[src/uart_lsr_defs.svh]
// Offsets, field positions, reset values and sizes of the line status block
// Assumes inclusion by bare name from the block's design files
`ifndef UART_LSR_DEFS_SVH
`define UART_LSR_DEFS_SVH

// Register byte addresses
`define LINE_STATUS_ADDR   32'hE000_C014
`define FIFO_CTRL_ADDR     32'hE000_C040
`define INT_STATUS_ADDR    32'hE000_C044
`define INT_MASK_ADDR      32'hE000_C048

// Line status register fields
`define LSR_READY_BIT      0
`define LSR_OVERRUN_BIT    1
`define LSR_PARITY_BIT     2
`define LSR_FRAMING_BIT    3
`define LSR_BREAK_BIT      4
`define LSR_THR_EMPTY_BIT  5
`define LSR_TX_EMPTY_BIT   6
`define LSR_RX_ERR_BIT     7

// Error tag fields carried with each character
`define TAG_PARITY_BIT     0
`define TAG_FRAMING_BIT    1
`define TAG_BREAK_BIT      2
`define TAG_WIDTH          3

// FIFO control field and receive buffer sizes
`define FCR_ENABLE_BIT     0
`define RX_DEPTH           16
`define RX_PTR_W           4
`define RX_CNT_W           5

// Reset values
`define THR_EMPTY_RST      1'b1
`define TX_EMPTY_RST       1'b1
`define FCR_RST            8'h00
`define INT_MASK_RST       8'h00

`endif

[src/uart_lsr_pkg.sv]
// Types shared by the line status block
// Assumes the defs header is compiled with it
`include "uart_lsr_defs.svh"

package uart_lsr_pkg;
  typedef logic [`TAG_WIDTH-1:0] rx_tag_t;
  typedef enum logic {APB_IDLE, APB_ANSWER} apb_phase_e;
endpackage

[src/uart_line_status_flags.sv]
// Line status flags of an asynchronous serial port, APB register slave
// Assumes receive and transmit datapaths give one-cycle event pulses on pclk
//
// Design decision made here: the APB slave port.
`timescale 1ns/1ns
`default_nettype none
`include "uart_lsr_defs.svh"

module uart_line_status_flags (
  input  wire logic                  pclk,
  input  wire logic                  presetn,
  // APB slave
  input  wire logic                  psel,
  input  wire logic                  penable,
  input  wire logic                  pwrite,
  input  wire logic [31:0]           paddr,
  input  wire logic [31:0]           pwdata,
  output logic [31:0]                prdata,
  output logic                       pready,
  output logic                       pslverr,
  // Receive datapath
  input  wire logic                  rx_char_done,
  input  wire logic                  rx_parity_bad,
  input  wire logic                  rx_stop_low,
  input  wire logic                  rx_break,
  input  wire logic                  rx_buffer_read,
  input  wire logic                  serial_receive_pin,
  output logic                       rx_resync,
  output logic                       rx_hold_idle,
  output logic                       fifo_enable,
  // Transmit datapath
  input  wire logic                  tx_holding_written,
  input  wire logic                  tx_holding_drained,
  input  wire logic                  tx_shift_empty,
  // Interrupt
  output logic                       irq
);
  ////////////////////////////////////////////////////////////////////////////
  // Declarations
  uart_lsr_pkg::apb_phase_e  phase_r;
  logic [31:0]               prdata_r;
  logic                      pready_r;
  logic                      pslverr_r;
  logic [7:0]                lsr_cap_r;
  logic                      cap_is_lsr_r;
  logic [7:0]                fcr_r;
  logic [7:0]                int_status_r;
  logic [7:0]                int_mask_r;
  logic                      irq_r;
  logic                      overrun_r;
  logic                      parity_r;
  logic                      framing_r;
  logic                      break_r;
  logic                      thr_empty_r;
  logic                      thr_empty_nxt;
  logic                      tx_empty_r;
  logic                      rx_err_r;
  logic                      resync_r;
  logic                      hold_idle_r;
  uart_lsr_pkg::rx_tag_t     char_tag;
  uart_lsr_pkg::rx_tag_t     head_tag;
  logic [`RX_CNT_W-1:0]      held_count;
  logic [`RX_CNT_W-1:0]      err_count;
  logic                      rx_full;
  logic                      rx_empty;
  logic                      head_new;
  logic [7:0]                lsr_value;
  logic [7:0]                lsr_clear;
  logic [7:0]                int_event;
  logic                      access_done;
  logic                      wr_done;
  logic                      lsr_read_done;
  logic                      overrun_set;

  ////////////////////////////////////////////////////////////////////////////
  // Error tag shadow of the receive FIFO
  assign char_tag = {rx_break, rx_stop_low, rx_parity_bad};

  rx_error_tags u_tags (
    .pclk        (pclk),
    .presetn     (presetn),
    .fifo_enable (fcr_r[`FCR_ENABLE_BIT]),
    .push        (rx_char_done),
    .push_tag    (char_tag),
    .pop         (rx_buffer_read),
    .head_tag    (head_tag),
    .held_count  (held_count),
    .err_count   (err_count),
    .full        (rx_full),
    .empty       (rx_empty),
    .head_new    (head_new)
  );

  ////////////////////////////////////////////////////////////////////////////
  // Bus decode helpers
  assign access_done   = psel & penable & pready_r;
  assign wr_done       = access_done & pwrite;
  assign lsr_read_done = access_done & ~pwrite & cap_is_lsr_r;
  // Only flags that software actually saw are cleared
  assign lsr_clear     = lsr_read_done ? lsr_cap_r : 8'h00;
  assign overrun_set   = rx_char_done & rx_full;

  // Status value as software sees it
  always_comb begin
    lsr_value = 8'h00;
    lsr_value[`LSR_READY_BIT]     = ~rx_empty;
    lsr_value[`LSR_OVERRUN_BIT]   = overrun_r;
    lsr_value[`LSR_PARITY_BIT]    = parity_r;
    lsr_value[`LSR_FRAMING_BIT]   = framing_r;
    lsr_value[`LSR_BREAK_BIT]     = break_r;
    lsr_value[`LSR_THR_EMPTY_BIT] = thr_empty_r;
    lsr_value[`LSR_TX_EMPTY_BIT]  = tx_empty_r;
    lsr_value[`LSR_RX_ERR_BIT]    = rx_err_r & fcr_r[`FCR_ENABLE_BIT];
  end

  ////////////////////////////////////////////////////////////////////////////
  // Receive error flags: set wins over a read clear
  always_ff @(posedge pclk or negedge presetn) begin
    if (!presetn) begin
      overrun_r <= 1'b0;
    end else begin
      overrun_r <= overrun_set
                 | (overrun_r & ~lsr_clear[`LSR_OVERRUN_BIT]);
    end
  end

  // Head-of-FIFO flags rise as their character reaches the read position
  always_ff @(posedge pclk or negedge presetn) begin
    if (!presetn) begin
      parity_r  <= 1'b0;
      framing_r <= 1'b0;
      break_r   <= 1'b0;
    end else begin
      parity_r  <= (head_new & head_tag[`TAG_PARITY_BIT])
                 | (parity_r & ~lsr_clear[`LSR_PARITY_BIT]);
      framing_r <= (head_new & head_tag[`TAG_FRAMING_BIT])
                 | (framing_r & ~lsr_clear[`LSR_FRAMING_BIT]);
      break_r   <= (head_new & head_tag[`TAG_BREAK_BIT])
                 | (break_r & ~lsr_clear[`LSR_BREAK_BIT]);
    end
  end

  // Error summary: set on load, cleared by a read when none remain
  always_ff @(posedge pclk or negedge presetn) begin
    if (!presetn) begin
      rx_err_r <= 1'b0;
    end else begin
      rx_err_r <= (rx_char_done & ~rx_full & (|char_tag))
                | (rx_err_r & ~(lsr_clear[`LSR_RX_ERR_BIT]
                                & (err_count == '0)));
    end
  end

  ////////////////////////////////////////////////////////////////////////////
  // Transmit emptiness flags
  always_comb begin
    thr_empty_nxt = thr_empty_r;
    if (tx_holding_drained) begin
      thr_empty_nxt = 1'b1;
    end
    if (tx_holding_written) begin
      thr_empty_nxt = 1'b0;
    end
  end

  always_ff @(posedge pclk or negedge presetn) begin
    if (!presetn) begin
      thr_empty_r <= `THR_EMPTY_RST;
      tx_empty_r  <= `TX_EMPTY_RST;
    end else begin
      thr_empty_r <= thr_empty_nxt;
      tx_empty_r  <= thr_empty_nxt & tx_shift_empty;
    end
  end

  ////////////////////////////////////////////////////////////////////////////
  // Receiver steering after framing errors and breaks
  always_ff @(posedge pclk or negedge presetn) begin
    if (!presetn) begin
      resync_r    <= 1'b0;
      hold_idle_r <= 1'b0;
    end else begin
      // Bad stop bit is treated as the next start bit
      resync_r    <= rx_char_done & rx_stop_low & ~rx_break;
      // Receiver parked until the line marks again
      hold_idle_r <= (rx_char_done & rx_break)
                   | (hold_idle_r & ~serial_receive_pin);
    end
  end

  ////////////////////////////////////////////////////////////////////////////
  // Interrupt events, same layout as the line status register
  always_comb begin
    int_event = 8'h00;
    int_event[`LSR_READY_BIT]     = rx_char_done & ~rx_full;
    int_event[`LSR_OVERRUN_BIT]   = overrun_set;
    int_event[`LSR_PARITY_BIT]    = head_new & head_tag[`TAG_PARITY_BIT];
    int_event[`LSR_FRAMING_BIT]   = head_new & head_tag[`TAG_FRAMING_BIT];
    int_event[`LSR_BREAK_BIT]     = head_new & head_tag[`TAG_BREAK_BIT];
    int_event[`LSR_THR_EMPTY_BIT] = thr_empty_nxt & ~thr_empty_r;
    int_event[`LSR_TX_EMPTY_BIT]  = thr_empty_nxt & tx_shift_empty
                                    & ~tx_empty_r;
    int_event[`LSR_RX_ERR_BIT]    = rx_char_done & ~rx_full & (|char_tag)
                                    & fcr_r[`FCR_ENABLE_BIT];
  end

  // Sticky status, write one to clear, event wins
  always_ff @(posedge pclk or negedge presetn) begin
    if (!presetn) begin
      int_status_r <= 8'h00;
    end else if (wr_done && paddr == `INT_STATUS_ADDR) begin
      int_status_r <= int_event | (int_status_r & ~pwdata[7:0]);
    end else begin
      int_status_r <= int_event | int_status_r;
    end
  end

  // Level interrupt from unmasked status
  always_ff @(posedge pclk or negedge presetn) begin
    if (!presetn) begin
      irq_r <= 1'b0;
    end else begin
      irq_r <= |(int_status_r & int_mask_r);
    end
  end

  ////////////////////////////////////////////////////////////////////////////
  // Writable control registers
  always_ff @(posedge pclk or negedge presetn) begin
    if (!presetn) begin
      fcr_r      <= `FCR_RST;
      int_mask_r <= `INT_MASK_RST;
    end else if (wr_done) begin
      if (paddr == `FIFO_CTRL_ADDR) begin
        fcr_r <= pwdata[7:0];
      end
      if (paddr == `INT_MASK_ADDR) begin
        int_mask_r <= pwdata[7:0];
      end
    end
  end

  ////////////////////////////////////////////////////////////////////////////
  // APB answer: read data captured in setup, ready in first access cycle
  always_ff @(posedge pclk or negedge presetn) begin
    if (!presetn) begin
      phase_r      <= uart_lsr_pkg::APB_IDLE;
      pready_r     <= 1'b0;
      pslverr_r    <= 1'b0;
      prdata_r     <= 32'h0000_0000;
      lsr_cap_r    <= 8'h00;
      cap_is_lsr_r <= 1'b0;
    end else begin
      case (phase_r)
        uart_lsr_pkg::APB_IDLE: begin
          if (psel && !penable) begin
            phase_r      <= uart_lsr_pkg::APB_ANSWER;
            pready_r     <= 1'b1;
            pslverr_r    <= 1'b0;
            prdata_r     <= 32'h0000_0000;
            lsr_cap_r    <= 8'h00;
            cap_is_lsr_r <= 1'b0;
            case (paddr)
              `LINE_STATUS_ADDR: begin
                prdata_r     <= pwrite ? 32'h0000_0000
                                       : {24'h00_0000, lsr_value};
                lsr_cap_r    <= lsr_value;
                cap_is_lsr_r <= ~pwrite;
                pslverr_r    <= pwrite;
              end
              `FIFO_CTRL_ADDR: begin
                prdata_r <= {24'h00_0000, fcr_r};
              end
              `INT_STATUS_ADDR: begin
                prdata_r <= {24'h00_0000, int_status_r};
              end
              `INT_MASK_ADDR: begin
                prdata_r <= {24'h00_0000, int_mask_r};
              end
              default: begin
                pslverr_r <= 1'b1;
              end
            endcase
          end
        end
        uart_lsr_pkg::APB_ANSWER: begin
          if (psel && penable) begin
            phase_r      <= uart_lsr_pkg::APB_IDLE;
            pready_r     <= 1'b0;
            pslverr_r    <= 1'b0;
            cap_is_lsr_r <= 1'b0;
          end
        end
        default: begin
          phase_r  <= uart_lsr_pkg::APB_IDLE;
          pready_r <= 1'b0;
        end
      endcase
    end
  end

  ////////////////////////////////////////////////////////////////////////////
  // Outputs straight from flops
  assign prdata       = prdata_r;
  assign pready       = pready_r;
  assign pslverr      = pslverr_r;
  assign irq          = irq_r;
  assign rx_resync    = resync_r;
  assign rx_hold_idle = hold_idle_r;
  assign fifo_enable  = fcr_r[`FCR_ENABLE_BIT];
endmodule // uart_line_status_flags

`default_nettype wire

[src/rx_error_tags.sv]
// Error tag shadow of the receive FIFO: one tag per held character
// Assumes push and pop pulses mirror the real FIFO, one cycle each
`timescale 1ns/1ns
`default_nettype none
`include "uart_lsr_defs.svh"

module rx_error_tags (
  input  wire logic                  pclk,
  input  wire logic                  presetn,
  input  wire logic                  fifo_enable,
  input  wire logic                  push,
  input  wire uart_lsr_pkg::rx_tag_t push_tag,
  input  wire logic                  pop,
  output uart_lsr_pkg::rx_tag_t      head_tag,
  output logic [`RX_CNT_W-1:0]       held_count,
  output logic [`RX_CNT_W-1:0]       err_count,
  output logic                       full,
  output logic                       empty,
  output logic                       head_new
);
  uart_lsr_pkg::rx_tag_t   tags_r [`RX_DEPTH];
  logic [`RX_PTR_W-1:0]    wr_ptr_r;
  logic [`RX_PTR_W-1:0]    rd_ptr_r;
  logic [`RX_CNT_W-1:0]    count_r;
  logic [`RX_CNT_W-1:0]    errs_r;
  logic                    head_new_r;
  logic [`RX_CNT_W-1:0]    cap;
  logic                    push_ok;
  logic                    pop_ok;

  // Single holding slot while the FIFO is off
  assign cap      = fifo_enable ? `RX_CNT_W'(`RX_DEPTH) : `RX_CNT_W'(1);
  assign full     = (count_r >= cap);
  assign empty    = (count_r == '0);
  assign push_ok  = push & ~full;
  assign pop_ok   = pop & ~empty;
  assign head_tag = tags_r[rd_ptr_r];
  assign held_count = count_r;
  assign err_count  = errs_r;
  assign head_new   = head_new_r;

  ////////////////////////////////////////////////////////////////////////////
  // Tag storage
  always_ff @(posedge pclk) begin
    if (push_ok) begin
      tags_r[wr_ptr_r] <= push_tag;
    end
  end

  // Pointers and occupancy
  always_ff @(posedge pclk or negedge presetn) begin
    if (!presetn) begin
      wr_ptr_r <= '0;
      rd_ptr_r <= '0;
      count_r  <= '0;
    end else begin
      if (push_ok) begin
        wr_ptr_r <= wr_ptr_r + 1'b1;
      end
      if (pop_ok) begin
        rd_ptr_r <= rd_ptr_r + 1'b1;
      end
      count_r <= count_r + {{(`RX_CNT_W-1){1'b0}}, push_ok}
                         - {{(`RX_CNT_W-1){1'b0}}, pop_ok};
    end
  end

  // Count of held characters carrying any error tag
  always_ff @(posedge pclk or negedge presetn) begin
    if (!presetn) begin
      errs_r <= '0;
    end else begin
      errs_r <= errs_r + {{(`RX_CNT_W-1){1'b0}}, push_ok & (|push_tag)}
                       - {{(`RX_CNT_W-1){1'b0}}, pop_ok & (|head_tag)};
    end
  end

  // Pulse in the cycle a new character stands at the head
  always_ff @(posedge pclk or negedge presetn) begin
    if (!presetn) begin
      head_new_r <= 1'b0;
    end else begin
      head_new_r <= (push_ok & (empty | (pop_ok & (count_r == 1))))
                  | (pop_ok & (count_r > 1));
    end
  end
endmodule // rx_error_tags

`default_nettype wire

[config.mk]
export PLATFORM = sky130hd
export DESIGN_NAME = uart_line_status_flags
export DESIGN_NICKNAME = d
export VERILOG_FILES = /design/src/uart_lsr_pkg.sv /design/src/uart_line_status_flags.sv /design/src/rx_error_tags.sv
export VERILOG_INCLUDE_DIRS = /design/src
export SDC_FILE = /design/constraint.sdc
export NUM_CORES = 1
export LEC_CHECK = 0
export BUFFER_PORTS_ARGS = -buffer_cell sky130_fd_sc_hd__buf_2
export CORE_ASPECT_RATIO = 0.8
export CORE_MARGIN = 2
export CORE_UTILIZATION = 60
export CTS_BUF_LIST = sky130_fd_sc_hd__clkbuf_16
export DETAILED_ROUTE_END_ITERATION = 7
export PLACE_DENSITY = 0.95
export SYNTH_ARGS = -nofsm -noshare
export SYNTH_HDL_FRONTEND = slang
export SYNTH_SLANG_ARGS = --single-unit
[constraint.sdc]
create_clock -name pclk -period 9.3 [get_ports pclk]
set_input_delay 0.465 -clock pclk [delete_from_list [all_inputs] [get_ports pclk]]
set_output_delay 0.465 -clock pclk [all_outputs]
set_load 0.01 [all_outputs]
==> results of run 1 <==
-- cells by family after synthesis --
| family | synth area share, % |
|---|---|
| buffers and inverters | 5.62 |
| multiplexers | 11.1 |
| XOR/XNOR | 2.11 |
| flip-flops | 55.0 |
| adder cells (fa/ha/maj) | 5.64 |
| other | 0.0645 |
| AO/OA/AOI/OAI | 8.03 |
| AND/OR/NAND/NOR | 12.4 |
-- area by class of cell --
class | count | area, um^2
Clock buffer | 18 | 450
Sequential cell | 118 | 3200
Antenna cell | 1 | 2.50
Fill cell | 548 | 2810
Multi-Input combinational cell | 288 | 2370
Inverter | 30 | 113
Timing Repair Buffer | 68 | 343
Clock inverter | 14 | 95.1
Tap cell | 119 | 149
-- layer usage --
layer,wire [um],up-vias
met4,601,0
met5,0,-
met3,1320,73
met2,6900,308
met1,5430,2078
li1,-,1744
-- worst paths after layout --
path                                             to  slack [ps]  cells after the start
worst min-delay path                    thr_empty_r         230                      2
worst min register to register             fcr_r[5]         500                      1
min in group asynchronous                    pready         250                      2
worst max register to register  u_tags.err_count[4]        5620                     15
max in group asynchronous        u_tags.rd_ptr_r[1]        8460                      2
worst max-delay path            u_tags.err_count[4]        5620                     15
-- worst reg2reg max path: stages (launching register included) --
cell      delay (ps)
dfrtp_1          800
mux4_2           640
mux2i_1          170
mux2i_1          180
nor2_1           130
a21boi_0         100
ha_1             290
inv_1             80
ha_1             210
inv_1             90
fa_1             420
inv_1             90
a21oi_1           80
nor2_1           110
nor2_1            60
xnor2_1          120
-- layout by cell type (no fill, tap or decap), types with 4 or more instances in the layout --
cell / synthesis / final
clkbuf_16: 0 / 18
and2_1: 18 / 18
buf_2: 3 / 67
mux2_2: 5 / 5
ha_1: 23 / 23
o21ai_0: 14 / 14
conb_1: 1 / 24
nor2_1: 21 / 21
a22o_1: 25 / 25
a21oi_1: 6 / 6
xor2_1: 5 / 5
xnor2_1: 9 / 9
a21o_1: 7 / 7
edfxtp_1: 48 / 48
mux2_1: 14 / 14
a22oi_1: 5 / 5
inv_1: 29 / 33
nor4_2: 5 / 5
mux2i_1: 16 / 16
nor3_1: 4 / 4
nand2_1: 32 / 32
mux4_2: 12 / 12
dfrtp_1: 68 / 68
-- sequential cells by signal, summed over array words and instances, names as in the netlist, 4 cells and up, named ones only --
signal / cells
u_tags.held_count: 5
fcr_r: 8
u_tags.err_count: 5
u_tags.rd_ptr_r: 4
prdata: 8
int_mask_r: 8
u_tags.wr_ptr_r: 4
lsr_cap_r: 5
int_status_r: 8
u_tags.tags_r: 48
-- power by group --
part | internal (uW) | switching [uW] | leakage, uW
combinational | 211 | 245 | 0.00145
sequential | 603 | 86.5 | 0.00129
clock | 375 | 228 | 0.000277
-- stage by stage --
stage	instance area, um^2	hold WS (ps)	total power, uW
after CTS	6720	206	1740
after global placement	6170	473	1080
final	6720	228	1750
after detailed placement	6170	485	1120
after floorplan	5900	169	1000
after global routing	6720	214	1830
==> impl_metrics.toml, run 1 <==
[synthesis]
synth_area_leader_cell = "dfrtp_1"
synth-edff-count = 48
synthArstFlopShare_pct = 59.3
synth.distinct_cells = 55
ys_seq_elements = 118
yosys.area.top_type_share_pct = 29.3
yosysMostFrequentCell = "dfrtp_1"
synth_ff_type = "dfrtp_1"
ys_top_cells_by_area = "dfrtp_1 29%, edfxtp_1 25%, ha_1 5.0%"
ys_warn_count = 0
syn-cell-area_um2 = 5810
netlist_top_cells_count = "68 x dfrtp_1, 48 x edfxtp_1, 32 x nand2_1"
syn-instance-count = 445
synth-seq-area-share_pct = 55.0
syn_area_per_cell_um2 = 13.1

[clocking]
cts_resized = 0
root_buffer = "clkbuf_16"
post-cts-setup-buffers = 0
cts_buffers = 17
clkTransAtPathRegs_ps = 50
cts_tree = "done"
hold_buffers = 0
clock_latency_ps = 410
cts.sinks = 118
clk_path_buf_depth = 2
htree_num_levels = 4

[global_route]
antenna_found_initial = 1
grtUsageMet1_pct = 38.3
gr-usage-met2_pct = 44.7
track_usage_pct = 29.2
grt_max_degree = 71
grt_overflow = 0
grt_pass1_wl_mm = 22.6
grt.busiest_layer = "met2"
grt_pass1_vias = 4249
grtUsageMet3_pct = 7.40

[flow_run]
maxCapViolCount = 0

[sta]
tns_ps = 0
slew_violations = 0
timing.fmax_ghz = 0.271
post-route-min-period_ps = 3680
final_hold_viol_count = 0
finClkSkew_ps = 8.12
max_slew.worst_pin.slew_ps = 1250
max_slew_margin_pct = 16.8
setup_slack_ps = 5620
rsz0062_at_grt = "no"
timing.final.crit_share_pct = 39.6
setup_viol = 0

[floorplanning]
design.core.area_um2 = 9530
die-area_um2 = 10500
die_h_um = 92.0
core.rowCount = 32
initial_utilization_pct = 61.0
ios = 116
fp.dieW_um = 114

[critical_path]
critPathLaunchType = "flip-flop"
r2r_start = "u_tags.rd_ptr_r[0]"
crit_family = "multiplexers"
cp_data_required_time_ps = 9580
cp_cell_sequence = "mux4_2 > mux2i_1 > mux2i_1 > nor2_1 > a21boi_0 > ha_1 > inv_1 > ha_1 > inv_1 > fa_1 > inv_1 > a21oi_1 > nor2_1 > nor2_1 > xnor2_1"
critPathLaunch = "u_tags.rd_ptr_r[0]"
crit_buf_inv = 3
critical_path_class = "flip-flop to flip-flop"
arrival_ps = 3970
cp_slowest_cell = "dfrtp_1"
endpoint_kind = "flip-flop"
max_stage_delay_ps = 800
crit_fanout = 12

[final_layout]
nets = 626
drive_gt1_share_pct = 23.9
final_cells = 656
final_util_pct = 70.5
syn_to_final_growth_pct = 15.7

[placement]
place_ws_ps = 5750
gp_congestion = 0.829
hpwlAfterDp_mm = 8.69
dp_cells = 623
port_buffers = 67

[min_path]
worstHoldStart = "tx_holding_written"
hp-class = "input pin to flip-flop"

[routing]
drt_iter0_drc = 459
wl_mm = 14.3
post_drt_via_cell_ratio = 6.41
drc = 0
vias = 4203
drtAntennaViolNets = 0
dr.pass1.iters = 6
routedWlPerCell_um = 21.7

[power_and_ir_drop]
p_leak_uw = 0.00302
p_per_area_nw_per_um2 = 260
ir_worst_vdd_mv = 0.185

[run_status]
outcome = "complete, no violations"
(Power assumes the default switching activity.)
==> inputs of run 2 (changes only) <==
--- a/config.mk
+++ b/config.mk
@@ -9,10 +9,10 @@
 export BUFFER_PORTS_ARGS = -buffer_cell sky130_fd_sc_hd__buf_2
 export CORE_ASPECT_RATIO = 0.8
 export CORE_MARGIN = 2
-export CORE_UTILIZATION = 60
+export CORE_UTILIZATION = 50
 export CTS_BUF_LIST = sky130_fd_sc_hd__clkbuf_16
 export DETAILED_ROUTE_END_ITERATION = 7
-export PLACE_DENSITY = 0.95
+export PLACE_DENSITY = 0.87
 export SYNTH_ARGS = -nofsm -noshare
 export SYNTH_HDL_FRONTEND = slang
 export SYNTH_SLANG_ARGS = --single-unit
==> constraint.sdc (replaced) <==
create_clock -name pclk -period 3.1 [get_ports pclk]
set_input_delay 0.155 -clock pclk [delete_from_list [all_inputs] [get_ports pclk]]
set_output_delay 0.155 -clock pclk [all_outputs]
set_load 0.01 [all_outputs]
==> run 2 against run 1 <==
  * The flow now finishes with violations (negative setup slack)
  * Final area rose by 6.9%
  * Register-to-register slack worse by 5600 ps
  * Sequential power grew to 2.9 times the previous value
  * Critical path type unchanged
  * Largest cell class unchanged
==> impl_metrics.toml, run 2 (synthesized netlist as in run 1, its figures left out) <==
[global_route]
grt_pass1_wl_mm = 24.1
antenna_found_initial = 0
track_usage_pct = 25.4
grt_max_degree = 33
grt_overflow = 0
grt_pass1_vias = 4354

[floorplanning]
fp.dieW_um = 125
initial_utilization_pct = 50.8
die_h_um = 100
die-area_um2 = 12500
core.rowCount = 35
ios = 116
design.core.area_um2 = 11400

[critical_path]
crit_fanout = 7
endpoint_kind = "flip-flop"
cp_data_required_time_ps = 3400
critical_path_class = "flip-flop to flip-flop"
critPathLaunchType = "flip-flop"
arrival_ps = 3430

[final_layout]
final_cell_mix = "67 x buf_2, 66 x dfrtp_1, 48 x edfxtp_1"
syn_to_final_growth_pct = 23.7
diodes = 0
final_common_cell = "buf_2"
regMostFlops = "u_tags.tags_r"
nets = 666
largest_reg_flops = 48
design_area_um2 = 7190
drive_gt1_share_pct = 30.6
final_cells = 724

[run_status]
outcome = "finished, violations left"
violations = "negative setup slack"

[power_and_ir_drop]
ir_worst_vdd_mv = 0.421
p_per_area_nw_per_um2 = 820
power_uw = 5890
p_leak_uw = 0.00322

[routing]
route.met3.wl_mm = 1.03
drc = 0
wl_met2_mm = 7.47
post_drt_via_cell_ratio = 5.85
highest_layer = "met4"
vias = 4234
drt_iter0_drc = 416
dr.pass1.iters = 5
routedWlPerCell_um = 21.0
drtAntennaViolNets = 0
wl_mm = 15.2
drt-met1-wl_mm = 6.05

[sta]
timing.fmax_ghz = 0.319
rsz0062_at_grt = "yes"
tns_ps = -33.5
hold_ws_ps = 7.28
final_hold_viol_count = 0
setup_viol = 1
timing.final.crit_share_pct = 101
setup_slack_ps = -33.5
finClkSkew_ps = 10.2
max_slew_margin_pct = 40.8
max_slew.worst_pin.slew_ps = 881
slew_violations = 0
post-route-min-period_ps = 3130

[clocking]
clk_path_buf_depth = 2
clkTransAtPathRegs_ps = 60
clock_latency_ps = 420
cts_tree = "done"
htree_num_levels = 4
cts_buffers = 17
cts.sinks = 118
root_buffer = "clkbuf_16"

[placement]
port_buffers = 67
placed_area_um2 = 6340
hpwlAfterDp_mm = 9.09
dp_cells = 668
gp_congestion = 0.872

[min_path]
hp-class = "input pin to flip-flop"

[flow_run]
maxCapViolCount = 0
run 2: changes by cell type in the layout (fill, tap and decap cells not counted), sizes merged:
cell,previous run,this run
buf,68,96
bufinv,1,2
clkbuf,18,17
clkinv,5,7
clkinvlp,3,2
diode,1,0
dlygate4sd3,0,12
inv,35,34
run 2: cell type report:
cell class                      count  area (um^2)
Multi-Input combinational cell    288         2410
Inverter                           30          113
Clock buffer                       17          425
Fill cell                         751         4240
Clock inverter                     15          170
Tap cell                          148          185
Sequential cell                   118         3200
Timing Repair Buffer              108          686
run 2: where the power goes:
part | internal [uW] | switching, uW
Combinational | 943 | 916
Sequential | 1810 | 204
Clock | 1200 | 814
Total | 3960 | 1930
run 2: worst paths after layout:
path / from / end / slack [ps] / depth (start not counted)
hold / removal: pwdata[7] / int_mask_r[7] / 7 / 2
hold reg to reg: fcr_r[3] / fcr_r[3] / 500 / 1
min in group asynchronous: presetn / pready / 210 / 2
setup reg to reg: u_tags.rd_ptr_r[0] / u_tags.err_count[4] / -30 / 15
setup / recovery: u_tags.rd_ptr_r[0] / u_tags.err_count[4] / -30 / 15
max in group asynchronous: presetn / tx_empty_r / 2080 / 3
run 2: repair_timing:
item / in CTS / in global routing
setup endpoints to repair: 2 / 5
hold buffers: 12 / 0
endpoints found under the hold margin: 31 / 0
resized for setup: 4 / 12
pin swaps: 1 / 9
buffers inserted: 10 / 3
run 2: per-stage QoR:
stage	setup slack, ps	util, %
2_1_floorplan	158	-
3_3_place_gp	52.9	55.5
3_5_place_dp	-82.8	55.5
4_1_cts	4.73	62.5
5_1_grt	-161	62.9
6_report	-33.5	62.9
run 2: critical path, stage by stage (launching register included):
cell	delay (ps)
dfrtp_2	500
mux4_2	550
mux2i_1	210
mux2i_1	140
nor2_1	170
a21boi_2	90
ha_1	320
inv_2	80
ha_4	140
inv_2	40
fa_2	360
inv_2	70
a21oi_2	40
nor2_1	100
nor2_1	70
xnor2_1	130
run 2: layer usage:
metal | track usage, % | up-vias
met1 | 31.7 | 2128
met3 | 5.49 | 60
met5 | 0 | -
met4 | 14.2 | 0
met2 | 41.7 | 236
li1 | - | 1810
==> inputs of run 3 (changes only) <==
--- a/config.mk
+++ b/config.mk
@@ -9,10 +9,10 @@
 export BUFFER_PORTS_ARGS = -buffer_cell sky130_fd_sc_hd__buf_2
 export CORE_ASPECT_RATIO = 0.8
 export CORE_MARGIN = 2
-export CORE_UTILIZATION = 50
+export CORE_UTILIZATION = 60
 export CTS_BUF_LIST = sky130_fd_sc_hd__clkbuf_16
 export DETAILED_ROUTE_END_ITERATION = 7
-export PLACE_DENSITY = 0.87
+export PLACE_DENSITY = 0.95
 export SYNTH_ARGS = -nofsm -noshare
 export SYNTH_HDL_FRONTEND = slang
 export SYNTH_SLANG_ARGS = --single-unit
==> constraint.sdc (replaced) <==
create_clock -name pclk -period 3.7 [get_ports pclk]
set_input_delay 0.185 -clock pclk [delete_from_list [all_inputs] [get_ports pclk]]
set_output_delay 0.185 -clock pclk [all_outputs]
set_load 0.01 [all_outputs]
==> run 3 against run 2 <==
  * The flow now finishes without violations
  * Critical endpoint unchanged
  * Clock skew fell by 1.3 ps
  * Combinational power shrank 36%
  * Maximum frequency shrank 11%
  * Largest power group is now the clock network
  * Core utilization is 9.5 points higher
  * Critical path type unchanged
  * Clock power shrank 12%
==> impl_metrics.toml, run 3 (synthesized netlist as in run 1, its figures left out) <==
[min_path]
worstHoldStart = "tx_shift_empty"
holdPathEnd = "tx_empty_r"
hp-class = "input pin to flip-flop"
hold_depth = 2

[clocking]
clkTransAtPathRegs_ps = 60
htree_num_levels = 4
cts.sinks = 118
cts_tree = "done"
cts_buffers = 17
clock_latency_ps = 410
root_buffer = "clkbuf_16"
clk_path_buf_depth = 2

[final_layout]
regArea_um2 = 3200
fillers = 555
final_common_cell = "buf_2"
design_area_um2 = 6890
syn_to_final_growth_pct = 18.6
regMostFlops = "u_tags.tags_r"
final_cell_mix = "67 x buf_2, 66 x dfrtp_1, 48 x edfxtp_1"
multiInputGateArea_um2 = 2370
largest_reg_flops = 48
nets = 635
drive_gt1_share_pct = 26.1

[critical_path]
endpoint_kind = "flip-flop"
critPathLaunch = "u_tags.held_count[2]"
r2r_slack_ps = 180
r2r_end = "u_tags.err_count[4]"
crit_fanout = 6
arrival_ps = 3810
r2r_start = "u_tags.held_count[2]"
critPathLaunchType = "flip-flop"
cp_data_required_time_ps = 3990
critical_path_class = "flip-flop to flip-flop"
r2r_cells = 16

[power_and_ir_drop]
p_sw_uw = 1450
p_per_area_nw_per_um2 = 676
ir_worst_vdd_mv = 0.484
power_frac_seq_pct = 36.3
p_int_uw = 3210
p_leak_uw = 0.00310
clock_power_share_pct = 38.1
power_frac_comb_pct = 25.6
swShare_pct = 31.1

[sta]
tns_ps = 0
hold_ws_ps = 13.2
timing.final.crit_share_pct = 95.1
post-route-min-period_ps = 3520
max_slew.worst_pin.slew_ps = 991
finClkSkew_ps = 8.90
setup_slack_ps = 181
slew_violations = 0
max_slew_margin_pct = 33.4
setup_viol = 0
timing.fmax_ghz = 0.284
final_hold_viol_count = 0
rsz0062_at_grt = "no"

[routing]
dr.pass1.iters = 7
drtAntennaViolNets = 0
drt_iter0_drc = 473
wl_mm = 14.5
post_drt_via_cell_ratio = 6.38
drc = 0
routedWlPerCell_um = 21.8
vias = 4242

[floorplanning]
ios = 116
die-area_um2 = 10500
core.rowCount = 32
design.core.area_um2 = 9530
fp.dieW_um = 114
initial_utilization_pct = 61.0
die_h_um = 92.0

[global_route]
grt_max_degree = 38
grt_pass1_vias = 4265
grt_overflow = 0
antenna_found_initial = 1
grt_pass1_wl_mm = 23.0
track_usage_pct = 29.6

[placement]
placed_area_um2 = 6220
place_ws_ps = 289
port_buffers = 67
gp_congestion = 0.808
hpwlAfterDp_mm = 8.97

[run_status]
outcome = "complete, no violations"

[flow_run]
maxCapViolCount = 0
-- run 3: changes by cell type in the layout (fill, tap and decap cells not counted), sizes merged --
cell         before  now
clkinvlp          2    0
clkinv            7    6
clkbuf           17   19
bufinv            2    3
buf              96   74
dlygate4sd3      12    3
diode             0    1
-- run 3: power by group through the flow --
stage	Clock [uW]	Sequential, uW	Combinational [uW]
2_1_floorplan	0	1620	900
3_3_place_gp	0	1690	1050
3_5_place_dp	0	1710	1130
4_1_cts	1780	1690	1200
5_1_grt	1840	1720	1330
6_report	1780	1690	1190
-- run 3: per-stage QoR --
step	total power (uW)	cells	util, %
3_3_place_gp	2740	629	65.3
4_1_cts	4660	664	72.3
2_1_floorplan	2520	468	-
6_report	4660	665	72.3
3_5_place_dp	2840	629	65.3
5_1_grt	4890	665	72.3
-- run 3: how the worst max path moves through the flow --
stage | to | slack, ps | cells after the start
5_1_grt | u_tags.err_count[4] | 70 | 16
3_3_place_gp | u_tags.err_count[4] | 470 | 15
3_5_place_dp | u_tags.err_count[4] | 290 | 15
2_1_floorplan | u_tags.err_count[4] | 760 | 16
6_report | u_tags.err_count[4] | 180 | 16
4_1_cts | u_tags.err_count[4] | 80 | 15
-- run 3: timing repair --
| item | 4_1_cts | 5_1_grt |
|---|---|---|
| setup buffers | 0 | 0 |
| setup endpoints to repair | 0 | 1 |
| hold buffers | 3 | 0 |
| hold endpoints to repair | 35 | 0 |
| gates resized for setup | 0 | 2 |
-- run 3: cell type report --
type                       count  area share, %
timing repair buffer          77           6.06
multi-input combinational    288           34.4
clock inverter                13           2.38
antenna                        1         0.0363
clock buffer                  19           6.90
sequential                   118           46.4
tap                          119           2.16
inverter                      30           1.63
-- run 3: critical path, stage by stage (launching register included) --
cell and delay [ps]:
dfrtp_1 350, inv_1 90, ha_1 220, or3b_2 230, nor2_1 60, nor2_1 540, a21boi_0 410, ha_1 310
inv_1 70, ha_1 200, inv_1 80, fa_1 400, inv_1 80, a21oi_1 70, nor2_1 90, nor2_1 60
xnor2_1 120
-- run 3: per-layer routing --
metal	track usage [%]	vias up	wire length, um
met5	0	-	0
met4	14.9	0	765
met3	8.00	99	1300
met2	45.3	324	7040
met1	39.4	2069	5370
li1	-	1750	-
